### config.mk
export PLATFORM = sky130hd
export DESIGN_NAME = low_voltage_detect_control
export DESIGN_NICKNAME = d
export VERILOG_FILES = /design/src/verilog/lvd_pkg.sv /design/src/verilog/low_voltage_detect_control.sv
export SDC_FILE = /design/constraint.sdc
export NUM_CORES = 1
export LEC_CHECK = 0
export BUFFER_PORTS_ARGS = -buffer_cell sky130_fd_sc_hd__clkbuf_2
export CAP_MARGIN = 10
export CORE_MARGIN = 2
export CORE_UTILIZATION = 25
export DETAILED_ROUTE_END_ITERATION = 7
export GPL_TIMING_DRIVEN = 0
export PLACE_DENSITY_LB_ADDON = 0.1
export SLEW_MARGIN = 20
export SYNTH_ARGS = -nofsm -noshare
export SYNTH_HDL_FRONTEND = slang
export SYNTH_SLANG_ARGS = --single-unit
### constraint.sdc
create_clock -name clk_sys -period 2.5 [get_ports clk_sys]
set_clock_uncertainty 0.1 [all_clocks]
set_input_delay 0.5 -clock clk_sys [delete_from_list [all_inputs] [get_ports clk_sys]]
set_output_delay 0.5 -clock clk_sys [all_outputs]
set_load 0.02 [all_outputs]
### src/verilog/lvd_pkg.sv
// Package: register map, field positions and reset values of the low-voltage detector control
package lvd_pkg;
  localparam logic [31:0] detector_control_offset         = 32'hfffff890;
  localparam logic [31:0] ram_valid_status_offset         = 32'hfffff892;
  localparam logic [31:0] detect_level_select_offset      = 32'hfffff894;
  localparam logic [31:0] emulation_pseudo_control_offset = 32'hfffff898;
  localparam logic [31:0] special_unlock_offset           = 32'hfffff89c;
  localparam logic [7:0]  special_unlock_key              = 8'ha5;

  localparam int detector_enable_pos   = 7;
  localparam int detector_mode_pos     = 1;
  localparam int low_supply_flag_pos   = 0;
  localparam int level_choice_pos      = 0;
  localparam int ram_invalid_pos       = 0;
  localparam int pseudo_detect_pos     = 2;

  localparam logic [7:0] detector_control_reset = 8'h00;
  localparam logic [7:0] level_select_reset     = 8'h00;
  localparam logic       ram_invalid_reset      = 1'b1;
  localparam logic       pseudo_detect_reset    = 1'b0;

  typedef struct packed {
    logic watchdog_reset;
    logic ram_access_reset;
    logic clock_monitor_reset;
    logic other_reset;
  } reset_events_t;

  typedef struct packed {
    logic irq;
    logic reset_req;
    logic level_choice;
  } detector_out_t;
endpackage

### src/verilog/low_voltage_detect_control.sv
// Low-voltage detector control, level select and RAM validity flag with Avalon-MM slave
`timescale 1ns/1ns

// Summary of operation
// RULE1: Level bit 0 drives comparator threshold select
// RULE2: Level register byte access; upper bits zero
// RULE3: RAM status written only via unlock sequence
// RULE4: Flag set by low supply, software, resets
// RULE5: Flag cleared only by protected zero write
// RULE6: Flag at bit 0; 1 means invalid
// RULE7: Detection raises interrupt or reset by mode
// RULE8: Software reset-mode start order, 0.2 ms wait; the testbench waits 4 clock cycles
// RULE9: Mode set locks control and level writes
// RULE10: Software interrupt-mode start order
// RULE11: Enable cleared stops interrupts and resets
// RULE12: Retention comparator low sets the flag
// RULE13: Pseudo register acts only in emulation
// RULE14: Pseudo detect one sets the flag
// RULE15: Pseudo detect high blocks flag clearing
// RULE16: Debugger halt, set, clear, resume order
// RULE17: Control bits: enable 7, mode 1, flag 0
// RULE18: Flag reads 1 only when enabled and low
// RULE19: Comparator inputs pass two flip-flops
// RULE20: Outputs follow synchronized flag per mode
module low_voltage_detect_control (
  input  wire logic                   clk_sys,
  input  wire logic                   rst,
  input  wire logic [31:0]            avs_address,
  input  wire logic                   avs_read,
  input  wire logic                   avs_write,
  input  wire logic [31:0]            avs_writedata,
  input  wire logic [3:0]             avs_byteenable,
  output logic      [31:0]            avs_readdata,
  output logic                        avs_readdatavalid,
  output logic                        avs_waitrequest,
  output logic      [1:0]             avs_response,
  input  wire logic                   supply_below_level,
  input  wire logic                   supply_below_retention,
  input  wire logic                   emulation_mode,
  input  wire lvd_pkg::reset_events_t reset_events,
  output lvd_pkg::detector_out_t      detector_out
);

  logic [1:0] lvl_sync_reg;
  logic [1:0] ret_sync_reg;
  logic       low_sync;
  logic       ret_sync;
  logic       enable_reg;
  logic       mode_reg;
  logic       level_reg;
  logic       ram_invalid_reg;
  logic       pseudo_reg;
  logic       pseudo_prev_reg;
  logic       unlock_reg;
  logic       lock_reg;
  logic       ack_reg;
  logic       irq_reg;
  logic       rstreq_reg;
  logic [7:0] rdata_next;
  logic       req;
  logic       wr_ok;
  logic       low_flag;
  logic       sel_ctrl;
  logic       sel_ram;
  logic       sel_lvl;
  logic       sel_emu;
  logic       sel_key;
  logic       mapped;
  logic [7:0] wbyte;

  // Two-stage synchronisers for comparator outputs
  always_ff @(posedge clk_sys or posedge rst) begin
    if (rst) begin
      lvl_sync_reg <= 2'h0;
      ret_sync_reg <= 2'h3;
    end else begin
      lvl_sync_reg <= {lvl_sync_reg[0], supply_below_level};       // [RULE19]
      ret_sync_reg <= {ret_sync_reg[0], supply_below_retention};   // [RULE19]
    end
  end
  assign low_sync = lvl_sync_reg[1];
  assign ret_sync = ret_sync_reg[1];

  assign low_flag = enable_reg & low_sync;                         // [RULE18]

  // Address decode; every register occupies byte lane 0 of its word
  assign sel_ctrl = (avs_address == lvd_pkg::detector_control_offset);
  assign sel_ram  = (avs_address == lvd_pkg::ram_valid_status_offset);
  assign sel_lvl  = (avs_address == lvd_pkg::detect_level_select_offset);
  assign sel_emu  = (avs_address == lvd_pkg::emulation_pseudo_control_offset);
  assign sel_key  = (avs_address == lvd_pkg::special_unlock_offset);
  assign mapped   = sel_ctrl | sel_ram | sel_lvl | sel_emu | sel_key;
  assign wbyte    = avs_writedata[7:0];

  // One wait cycle, then accept on the second edge
  assign req             = (avs_read | avs_write) & ~ack_reg;
  assign avs_waitrequest = req;
  assign wr_ok           = avs_write & ~req & avs_byteenable[0];

  always_ff @(posedge clk_sys or posedge rst) begin
    if (rst) begin
      ack_reg <= 1'b0;
    end else begin
      ack_reg <= req;
    end
  end

  // Unlock key arms only the next write; any other write disarms it
  always_ff @(posedge clk_sys or posedge rst) begin
    if (rst) begin
      unlock_reg <= 1'b0;
    end else if (wr_ok & sel_key) begin
      unlock_reg <= (wbyte == lvd_pkg::special_unlock_key);
    end else if (avs_write & ~req) begin
      unlock_reg <= 1'b0;
    end
  end

  // Detector control and lock
  always_ff @(posedge clk_sys or posedge rst) begin
    if (rst) begin
      enable_reg <= lvd_pkg::detector_control_reset[lvd_pkg::detector_enable_pos];
      mode_reg   <= lvd_pkg::detector_control_reset[lvd_pkg::detector_mode_pos];
      lock_reg   <= 1'b0;
    end else if (reset_events.other_reset) begin
      enable_reg <= lvd_pkg::detector_control_reset[lvd_pkg::detector_enable_pos];
      mode_reg   <= lvd_pkg::detector_control_reset[lvd_pkg::detector_mode_pos];
      lock_reg   <= 1'b0;                                          // [RULE9]
    end else if (wr_ok & sel_ctrl & unlock_reg & ~lock_reg) begin  // [RULE9]
      enable_reg <= wbyte[lvd_pkg::detector_enable_pos];           // [RULE11] [RULE17]
      mode_reg   <= wbyte[lvd_pkg::detector_mode_pos];             // [RULE17]
      lock_reg   <= wbyte[lvd_pkg::detector_mode_pos];             // [RULE9]
    end
  end

  always_ff @(posedge clk_sys or posedge rst) begin
    if (rst) begin
      level_reg <= lvd_pkg::level_select_reset[lvd_pkg::level_choice_pos];
    end else if (reset_events.other_reset) begin
      level_reg <= lvd_pkg::level_select_reset[lvd_pkg::level_choice_pos];
    end else if (wr_ok & sel_lvl & ~lock_reg & (avs_byteenable == 4'h1)) begin  // [RULE2] [RULE9]
      level_reg <= wbyte[lvd_pkg::level_choice_pos];                          // [RULE1]
    end
  end

  // Pseudo detect register, meaningful only in emulation
  always_ff @(posedge clk_sys or posedge rst) begin
    if (rst) begin
      pseudo_reg      <= lvd_pkg::pseudo_detect_reset;
      pseudo_prev_reg <= lvd_pkg::pseudo_detect_reset;
    end else begin
      if (wr_ok & sel_emu) begin
        pseudo_reg <= wbyte[lvd_pkg::pseudo_detect_pos];
      end
      pseudo_prev_reg <= pseudo_reg & emulation_mode;
    end
  end

  // RAM invalid flag: every set source wins over a clear
  always_ff @(posedge clk_sys or posedge rst) begin
    if (rst) begin
      ram_invalid_reg <= lvd_pkg::ram_invalid_reset;
    end else if (low_flag | ret_sync                               // [RULE4] [RULE12]
                 | reset_events.watchdog_reset | reset_events.ram_access_reset
                 | reset_events.clock_monitor_reset                // [RULE4]
                 | (emulation_mode & pseudo_reg & ~pseudo_prev_reg)) begin  // [RULE13] [RULE14]
      ram_invalid_reg <= 1'b1;
    end else if (wr_ok & sel_ram & unlock_reg) begin               // [RULE3]
      if (wbyte[lvd_pkg::ram_invalid_pos]) begin
        ram_invalid_reg <= 1'b1;                                   // [RULE4]
      end else if (~(emulation_mode & pseudo_reg)) begin           // [RULE15]
        ram_invalid_reg <= 1'b0;                                   // [RULE5]
      end
    end
  end

  // Interrupt and reset request outputs
  always_ff @(posedge clk_sys or posedge rst) begin
    if (rst) begin
      irq_reg    <= 1'b0;
      rstreq_reg <= 1'b0;
    end else begin
      irq_reg    <= low_flag & ~mode_reg;                          // [RULE7] [RULE11] [RULE20]
      rstreq_reg <= low_flag & mode_reg;                           // [RULE7] [RULE11] [RULE20]
    end
  end
  assign detector_out.irq          = irq_reg;
  assign detector_out.reset_req    = rstreq_reg;
  assign detector_out.level_choice = level_reg;                    // [RULE1]

  // Read mux
  always_comb begin
    rdata_next = 8'h00;
    if (sel_ctrl) begin
      rdata_next[lvd_pkg::detector_enable_pos] = enable_reg;       // [RULE17]
      rdata_next[lvd_pkg::detector_mode_pos]   = mode_reg;
      rdata_next[lvd_pkg::low_supply_flag_pos] = low_flag;         // [RULE18]
    end else if (sel_ram) begin
      rdata_next[lvd_pkg::ram_invalid_pos] = ram_invalid_reg;      // [RULE6]
    end else if (sel_lvl) begin
      rdata_next[lvd_pkg::level_choice_pos] = level_reg;           // [RULE2]
    end else if (sel_emu) begin
      rdata_next[lvd_pkg::pseudo_detect_pos] = pseudo_reg;
    end
  end

  always_ff @(posedge clk_sys or posedge rst) begin
    if (rst) begin
      avs_readdata      <= 32'h00000000;
      avs_readdatavalid <= 1'b0;
      avs_response      <= 2'h0;
    end else begin
      avs_readdatavalid <= 1'b0;
      if (avs_read & ~ack_reg) begin
        avs_readdata <= {24'h000000, rdata_next};
        avs_response <= mapped ? 2'h0 : 2'h2;
      end
    end
  end

endmodule

==> impl_metrics.yaml, run 1 <==
synthesis:
  yosys.area_share.adder: 0
  synth_compound_area_frac: 0.0901
  synth-simple-area-share: 0.281
  synth-seq-cells: 19
  synth_top_cell_by_area: "dfrtp_1"
  synth_commonest_cells: "buf_4 (33), nand2_1 (17), dfrtp_1 (16)"
  synth_xor_area_frac: 0
  synth-seq-area-share: 0.396
  synth_top_family_by_area: "simple AND/OR/NAND/NOR gates"
  ys_types: 36
  ys.flop_type: "dfrtp_1"
  synth_edf_count: 0
  syn-cell-area_um2: 1210
  synthMuxAreaShare: 0.00932
  yosysTopAreaCellShare: 0.331
  yosys-top-cells-area: "dfrtp_1 (33%), buf_4 (20%), dfstp_2 (6.5%)"
  syn_inst: 132
  postSynthAreaPerCell_um2: 9.16
  ys_warn_count: 0
  async_reset_ff_frac: 1.00
  yosysMostFrequentCell: "buf_4"
placed_design:
  dpl.cell_count: 277
  routabilityCongestion: 0.784
  port_buffers: 62
  dp_hpwl_um: 2430
clock_network:
  cts_root_buf: "clkbuf_8"
  h-tree-depth: 1
  cts_tree: "yes"
  insertion_delay_ns: 0.25
  cts.path.max_buffers: 2
  clk_pin_slew_ns: 0.07
  cts_buffers: 3
  ctsResizeCount: 0
  ctsHoldBuffers: 0
  cts.sinks: 19
  post_cts_buffers: 0
power_and_ir_drop:
  ir_drop_uv: 194
  p_leak_uw: 0.000970
  power.density_nw_per_um2: 400
timing:
  relSlewSlack: 0.498
  setup_violations: 0
  hold_viol: 0
  finalSetupTns_ns: 0
  rsz0062_at_grt: "false"
  fin_crit_ns: 2.22
  finalCritPeriodShare: 0.887
  tightest_slew_ns: 0.753
  drv_slew: 0
  max_freq_mhz: 451
detailed_routing:
  wl_per_cell_um: 10.1
  wirelength_um: 2830
  drc: 0
  dr.first_iter.drc_count: 33
  detail-route-antenna-nets: 0
  avgViaCountPerCell: 4.06
  vias: 1142
  dr.pass1.iters: 4
floorplan:
  num_io_pins: 118
  rows: 25
  die_h_um: 73.5
  die-area_um2: 5410
  die_x_um: 73.5
  start_util: 0.258
  core_um2: 4690
worst_setup_path:
  critPathArrivalTime_ns: 2.29
  required_ns: 2.57
  end_kind: "flop"
  reg2reg_setup_slack_ns: 0.86
  start_kind: "input port"
  crit_start: "avs_address[9]"
  worstReg2RegStart: "ack_reg$_DFF_PP0_"
  critPathMaxFanout: 9
  worst-setup-path-type: "input port to flop"
global_route:
  gr-usage-all-layers: 0.105
  grt_pass1_wl_um: 4390
  grt.overflow.total: 0
  grt_start_max_net_pins: 20
  met2_usage: 0.168
  grt_pass1_vias: 1008
  grtUsageMet1: 0.145
  top_usage_layer: "met2"
  antenna_found_initial: 0
  met3_usage: 0.0206
cells_and_area:
  drive_gt1_frac: 0.471
  largest_reg_flops: 4
  nets: 307
  area_growth_pct: 44.1
  final_util: 0.371
  diodes: 0
  fin_cells: 281
run:
  maxCapViolations: 0
status:
  outcome: "finished clean"
min_path:
  hp-class: "input port to flop"
  min_from: "supply_below_retention"
==> through the flow <==
stage	setup slack, ns	power (uW)	cell area [um^2]	hold slack (ns)
floorplan	0.225	434	1320	0.231
CTS	0.257	709	1740	0.217
global route	0.182	742	1740	0.209
global placement	0.0103	491	1700	0.236
finish	0.283	697	1740	0.228
detailed placement	-0.0163	492	1700	0.240
==> metal layers <==
metal,wire length [um],up-vias,share of wire
li1,-,593,-
met2,1210,67,0.43
met5,0,-,0
met3,289,2,0.10
met1,1320,480,0.47
met4,7,0,0.0025
==> worst max-delay path, stage by stage <==
cell	delay (ns)
clkbuf_2	0.08
or4b_4	0.54
nor4_4	0.35
nand2_4	0.15
o31a_1	0.32
or3_1	0.36
==> power breakdown <==
group	switching [uW]	internal [uW]
logic	91.6	74.5
clock network	100	111
registers	3.79	317
==> layout make-up <==
type / count / area (um^2)
clock buffer: 3 / 41.3
inverter: 3 / 11.3
clock inverter: 1 / 5.00
fill: 493 / 2950
multi-input combinational: 104 / 572
timing repair buffer: 62 / 310
tap: 54 / 67.6
buffer: 35 / 255
sequential: 19 / 479
==> cells by family (layout without fill, tap and decap cells) <==
kind of cell,count (synthesis),after routing
simple gates,57,57
buf+inv,38,104
flops,19,19
compound gates,16,16
other cells,1,30
mux,1,1
==> worst paths after layout <==
kind	endpoint	depth (start not counted)
setup / recovery	ram_invalid_reg$_DFFE_PP1P_	6
setup reg to reg	ram_invalid_reg$_DFFE_PP1P_	4
hold reg to reg	lvl_sync_reg[1]$_DFF_PP0_	0
min in group asynchronous	lock_reg$_DFFE_PP0P_	2
max in group asynchronous	pseudo_prev_reg$_DFF_PP0_	2
hold / removal	ret_sync_reg[0]$_DFF_PP1_	1
==> layout by cell type (no fill, tap or decap), types with 2 or more instances in the layout <==
master,n
nand4_1,7
nand3_1,2
nor4b_1,2
clkbuf_2,62
nand2_1,17
nor4_1,3
conb_1,30
nor3_1,5
o41ai_1,2
o21ai_0,4
or3_1,2
dfrtp_1,16
clkbuf_1,2
clkbuf_8,3
a21oi_1,2
dfstp_2,3
o31ai_1,2
inv_1,3
nor2_1,6
buf_4,33
and3_1,3
(Power assumes the default switching activity.)
==> run 2, diff against run 1 <==
Settings changed: CELL_PAD_IN_SITES_DETAIL_PLACEMENT set to 1, CELL_PAD_IN_SITES_GLOBAL_PLACEMENT set to 1.
==> run 2 against run 1 <==
  * Sequential share of layout area is the same
  * Die area is the same
  * First-iteration DRC count shrank 24%
  * Sequential cell count is the same
  * Total power grew 1.3%
  * Maximum frequency shrank 0.95%
  * Worst setup slack lost 0.021 ns
  * Cell area is the same
  * Utilization is the same
  * Wire length grew 20%
  * Critical endpoint unchanged
==> impl_metrics.yaml, run 2 (synthesis results as in run 1) <==
clock_network:
  ctsResizeCount: 0
  cts.path.max_buffers: 2
  h-tree-depth: 1
  cts_tree: "yes"
  post_cts_buffers: 0
  insertion_delay_ns: 0.26
  cts_root_buf: "clkbuf_8"
  ctsHoldBuffers: 0
  clk_pin_slew_ns: 0.08
  cts_buffers: 3
  cts.sinks: 19
worst_setup_path:
  slowest_delay_ns: 0.54
  start_kind: "input port"
  worstReg2RegStart: "ack_reg$_DFF_PP0_"
  required_ns: 2.58
  crit_start: "avs_address[9]"
  crit_chain: "clkbuf_2 > or4b_4 > nor4_4 > nand2_4 > o31a_1 > or3_1"
  reg2reg_setup_slack_ns: 0.88
  worst-setup-path-type: "input port to flop"
  ff2ff_path_depth: 4
  path_buf_inv: 1
  critPathArrivalTime_ns: 2.32
  critPathMaxFanout: 9
  cp_top_family: "simple AND/OR/NAND/NOR gates"
  cp_slowest_cell: "or4b_4"
  end_kind: "flop"
  r2r-end: "ram_invalid_reg$_DFFE_PP1P_"
global_route:
  antenna_found_initial: 0
  grt_pass1_vias: 1178
  gr-usage-all-layers: 0.124
  grt.overflow.total: 0
  grt_pass1_wl_um: 5210
  grt_start_max_net_pins: 20
floorplan:
  rows: 25
  die-area_um2: 5410
  start_util: 0.258
  core_um2: 4690
  die_x_um: 73.5
  num_io_pins: 118
  die_h_um: 73.5
cells_and_area:
  diodes: 0
  final_cell_mix: "clkbuf_2 (62), buf_4 (33), conb_1 (30)"
  layout_commonest_cell: "clkbuf_2"
  drive_gt1_frac: 0.471
  area_growth_pct: 44.1
  final_cell_area_um2: 1740
  fillCellCount: 596
  largest_reg_flops: 4
  fin_cells: 281
  nets: 307
placed_design:
  placed_area_um2: 1700
  dpl.cell_count: 277
  port_buffers: 62
  place_worst_setup_slack_ns: -0.0428
  routabilityCongestion: 0.785
  dp_hpwl_um: 2950
power_and_ir_drop:
  ir_drop_uv: 324
  p_int_uw: 502
  clkPwrFrac: 0.307
  combPwrFrac: 0.239
  p_seq_frac: 0.453
  p_leak_uw: 0.000970
  swShare: 0.290
  switching_power_uw: 205
  power.total_uw: 707
  power.density_nw_per_um2: 406
timing:
  relSlewSlack: 0.493
  finalCritPeriodShare: 0.895
  rsz0062_at_grt: "false"
  hold_viol: 0
  tightest_slew_ns: 0.759
  fin_crit_ns: 2.24
  setup_violations: 0
  finalSetupTns_ns: 0
  worst_slack_ns: 0.262
  max_freq_mhz: 447
  drv_slew: 0
detailed_routing:
  dr.first_iter.drc_count: 25
  wl_per_cell_um: 12.1
  vias: 1179
  dr.pass1.iters: 3
  wirelength_um: 3390
  detail-route-antenna-nets: 0
  avgViaCountPerCell: 4.20
  drc: 0
min_path:
  min_from: "supply_below_retention"
  hp-class: "input port to flop"
  min_to: "ret_sync_reg[0]$_DFF_PP1_"
  hold_depth: 1
run:
  maxCapViolations: 0
status:
  outcome: "finished clean"
## run 2: cell counts in the layout (fill, tap and decap cells not counted)
Identical to the previous run, type by type.
## run 2: power groups by stage
| stage | combinational [uW] | clock, uW | sequential (uW) |
|---|---|---|---|
| after detailed placement | 167 | 0 | 326 |
| after CTS | 168 | 222 | 320 |
| after global routing | 185 | 234 | 322 |
| after global placement | 164 | 0 | 326 |
| after floorplan | 105 | 0 | 329 |
| final | 169 | 217 | 320 |
## run 2: layout make-up
class	instances	area (um^2)	area share
multi-input combinational	104	572	0.328
sequential	19	479	0.275
timing repair buffer	62	310	0.178
buffer	35	255	0.147
tap	54	67.6	0.0388
clock buffer	3	41.3	0.0237
inverter	3	11.3	0.00647
clock inverter	1	5.00	0.00287
## run 2: worst max-delay path by stage
| stage | depth (start not counted) | endpoint | slack (ns) |
|---|---|---|---|
| after floorplan | 5 | ram_invalid_reg$_DFFE_PP1P_ | 0.22 |
| after global placement | 6 | ram_invalid_reg$_DFFE_PP1P_ | 0.01 |
| after detailed placement | 6 | ram_invalid_reg$_DFFE_PP1P_ | -0.04 |
| after CTS | 6 | ram_invalid_reg$_DFFE_PP1P_ | 0.24 |
| after global routing | 6 | ram_invalid_reg$_DFFE_PP1P_ | 0.17 |
| final | 6 | ram_invalid_reg$_DFFE_PP1P_ | 0.26 |
## run 2: metrics by stage
stage                      util  hold slack [ns]
after floorplan               -            0.231
after global placement    0.361            0.238
after detailed placement  0.361            0.246
after CTS                 0.371            0.216
after global routing      0.371            0.213
final                     0.371            0.221
## run 2: worst reg2reg max path: stages, from the launching register on
cell	delay, ns
dfrtp_1	0.37
and3_1	0.25
nand2_1	0.15
o31a_1	0.31
or3_1	0.37
## run 2: layer usage
| layer | GRT usage | share of wire | up-vias |
|---|---|---|---|
| li1 | - | - | 593 |
| met1 | 0.151 | 0.40 | 533 |
| met2 | 0.229 | 0.51 | 51 |
| met3 | 0.0288 | 0.083 | 2 |
| met4 | 0.0121 | 0.0041 | 0 |
| met5 | 0 | 0 | - |
==> run 3, diff against run 2 <==
Settings changed: RECOVER_POWER set to 100.
==> run 3 against run 2 <==
  * Utilization shrank 0.32 points
  * Global-route usage is the same
  * Total power is 0.50% lower
  * Critical path depth is the same
  * Sequential share of layout area is 0.24 points higher
  * Via count is 0.25% higher
  * Worst setup slack worse by 0.039 ns
  * Cell area is 0.86% lower
  * Combinational power about the same
==> impl_metrics.yaml, run 3 (synthesis results as in run 1) <==
detailed_routing:
  top_layer: "met4"
  vias: 1182
  avgViaCountPerCell: 4.21
  wl_met1_um: 1350
  dr.first_iter.drc_count: 22
  dr.pass1.iters: 4
  wirelength_um: 3380
  drc: 0
  wl_per_cell_um: 12.0
  wl_met2_um: 1700
  met3_length_um: 306
  detail-route-antenna-nets: 0
floorplan:
  num_io_pins: 118
  die_h_um: 73.5
  core_um2: 4690
  die_x_um: 73.5
  rows: 25
  start_util: 0.258
  die-area_um2: 5410
clock_network:
  post_cts_buffers: 0
  h-tree-depth: 1
  ctsHoldBuffers: 0
  cts_buffers: 3
  cts.path.max_buffers: 2
  cts_root_buf: "clkbuf_8"
  cts.sinks: 19
  cts_tree: "yes"
  insertion_delay_ns: 0.26
  ctsResizeCount: 0
  clk_pin_slew_ns: 0.07
worst_setup_path:
  cp_top_family: "simple AND/OR/NAND/NOR gates"
  worstReg2RegStart: "ack_reg$_DFF_PP0_"
  slowest_delay_ns: 0.57
  cp_slowest_cell: "or4b_1"
  critPathMaxFanout: 9
  start_kind: "input port"
  reg2reg_setup_slack_ns: 0.88
  critPathArrivalTime_ns: 2.36
  ff2ff_path_depth: 4
  path_buf_inv: 1
  required_ns: 2.58
  worst-setup-path-type: "input port to flop"
  end_kind: "flop"
  crit_chain: "clkbuf_2 > or4b_1 > nor4_4 > nand2_4 > o31a_1 > or3_1"
  r2r-end: "ram_invalid_reg$_DFFE_PP1P_"
timing:
  tightest_slew_ns: 0.760
  fin_crit_ns: 2.28
  drv_slew: 0
  max_freq_mhz: 439
  setup_violations: 0
  worst_slack_ns: 0.222
  relSlewSlack: 0.493
  finalCritPeriodShare: 0.911
  rsz0062_at_grt: "false"
  hold_viol: 0
global_route:
  grt_pass1_wl_um: 5210
  grt_start_max_net_pins: 20
  antenna_found_initial: 0
  gr-usage-all-layers: 0.124
  grt_pass1_vias: 1178
  grt.overflow.total: 0
placed_design:
  place_worst_setup_slack_ns: -0.0428
  dp_hpwl_um: 2950
  routabilityCongestion: 0.785
  port_buffers: 62
cells_and_area:
  drive_gt1_frac: 0.427
  largest_reg_flops: 4
  nets: 307
  seq_area_um2: 479
  diodes: 0
  fillCellCount: 597
  area_growth_pct: 42.9
  final_cell_mix: "clkbuf_2 (53), buf_4 (33), conb_1 (30)"
  layout_commonest_cell: "clkbuf_2"
  multiInputGateArea_um2: 568
power_and_ir_drop:
  ir_drop_uv: 323
  p_leak_uw: 0.000938
  power.density_nw_per_um2: 407
  power.total_uw: 703
min_path:
  min_to: "ret_sync_reg[0]$_DFF_PP1_"
  min_from: "supply_below_retention"
  hp-class: "input port to flop"
  hold_depth: 1
run:
  maxCapViolations: 0
status:
  outcome: "finished clean"
-- run 3: cell counts in the layout (fill, tap and decap cells not counted) --
No cell type changed its count.
-- run 3: worst max-delay path by stage --
stage / cells after the start / slack (ns) / from / endpoint
2_1_floorplan: 5 / 0.22 / avs_address[9] / ram_invalid_reg$_DFFE_PP1P_
3_3_place_gp: 6 / 0.01 / avs_address[9] / ram_invalid_reg$_DFFE_PP1P_
3_5_place_dp: 6 / -0.04 / avs_address[9] / ram_invalid_reg$_DFFE_PP1P_
4_1_cts: 6 / 0.24 / avs_address[9] / ram_invalid_reg$_DFFE_PP1P_
5_1_grt: 6 / 0.13 / avs_address[9] / ram_invalid_reg$_DFFE_PP1P_
6_report: 6 / 0.22 / avs_address[9] / ram_invalid_reg$_DFFE_PP1P_
-- run 3: stage by stage --
stage                      util  instance area [um^2]  cells  hold WS (ns)  setup TNS (ns)
after floorplan               -                  1320    161         0.231               0
after global placement    0.361                  1700    277         0.238               0
after detailed placement  0.361                  1700    277         0.246         -0.0428
after CTS                 0.371                  1740    281         0.216               0
after global routing      0.368                  1730    281         0.213               0
final                     0.368                  1730    281         0.221               0
-- run 3: power breakdown --
part           total (uW)  internal (uW)  switching (uW)
registers             320            317            3.82
clock network         216            111             105
logic                 167           73.0            94.2
total                 703            500             203
-- run 3: layout make-up --
| cell class | count | area share |
|---|---|---|
| multi-input combinational | 104 | 0.329 |
| sequential | 19 | 0.278 |
| timing repair buffer | 62 | 0.173 |
| buffer | 35 | 0.148 |
| tap | 54 | 0.0391 |
| clock buffer | 3 | 0.0239 |
| inverter | 3 | 0.00652 |
| clock inverter | 1 | 0.00290 |
-- run 3: layer usage --
metal	global-route usage	vias up
li1	-	593
met1	0.151	531
met2	0.229	56
met3	0.0288	2
met4	0.0121	0
met5	0	-
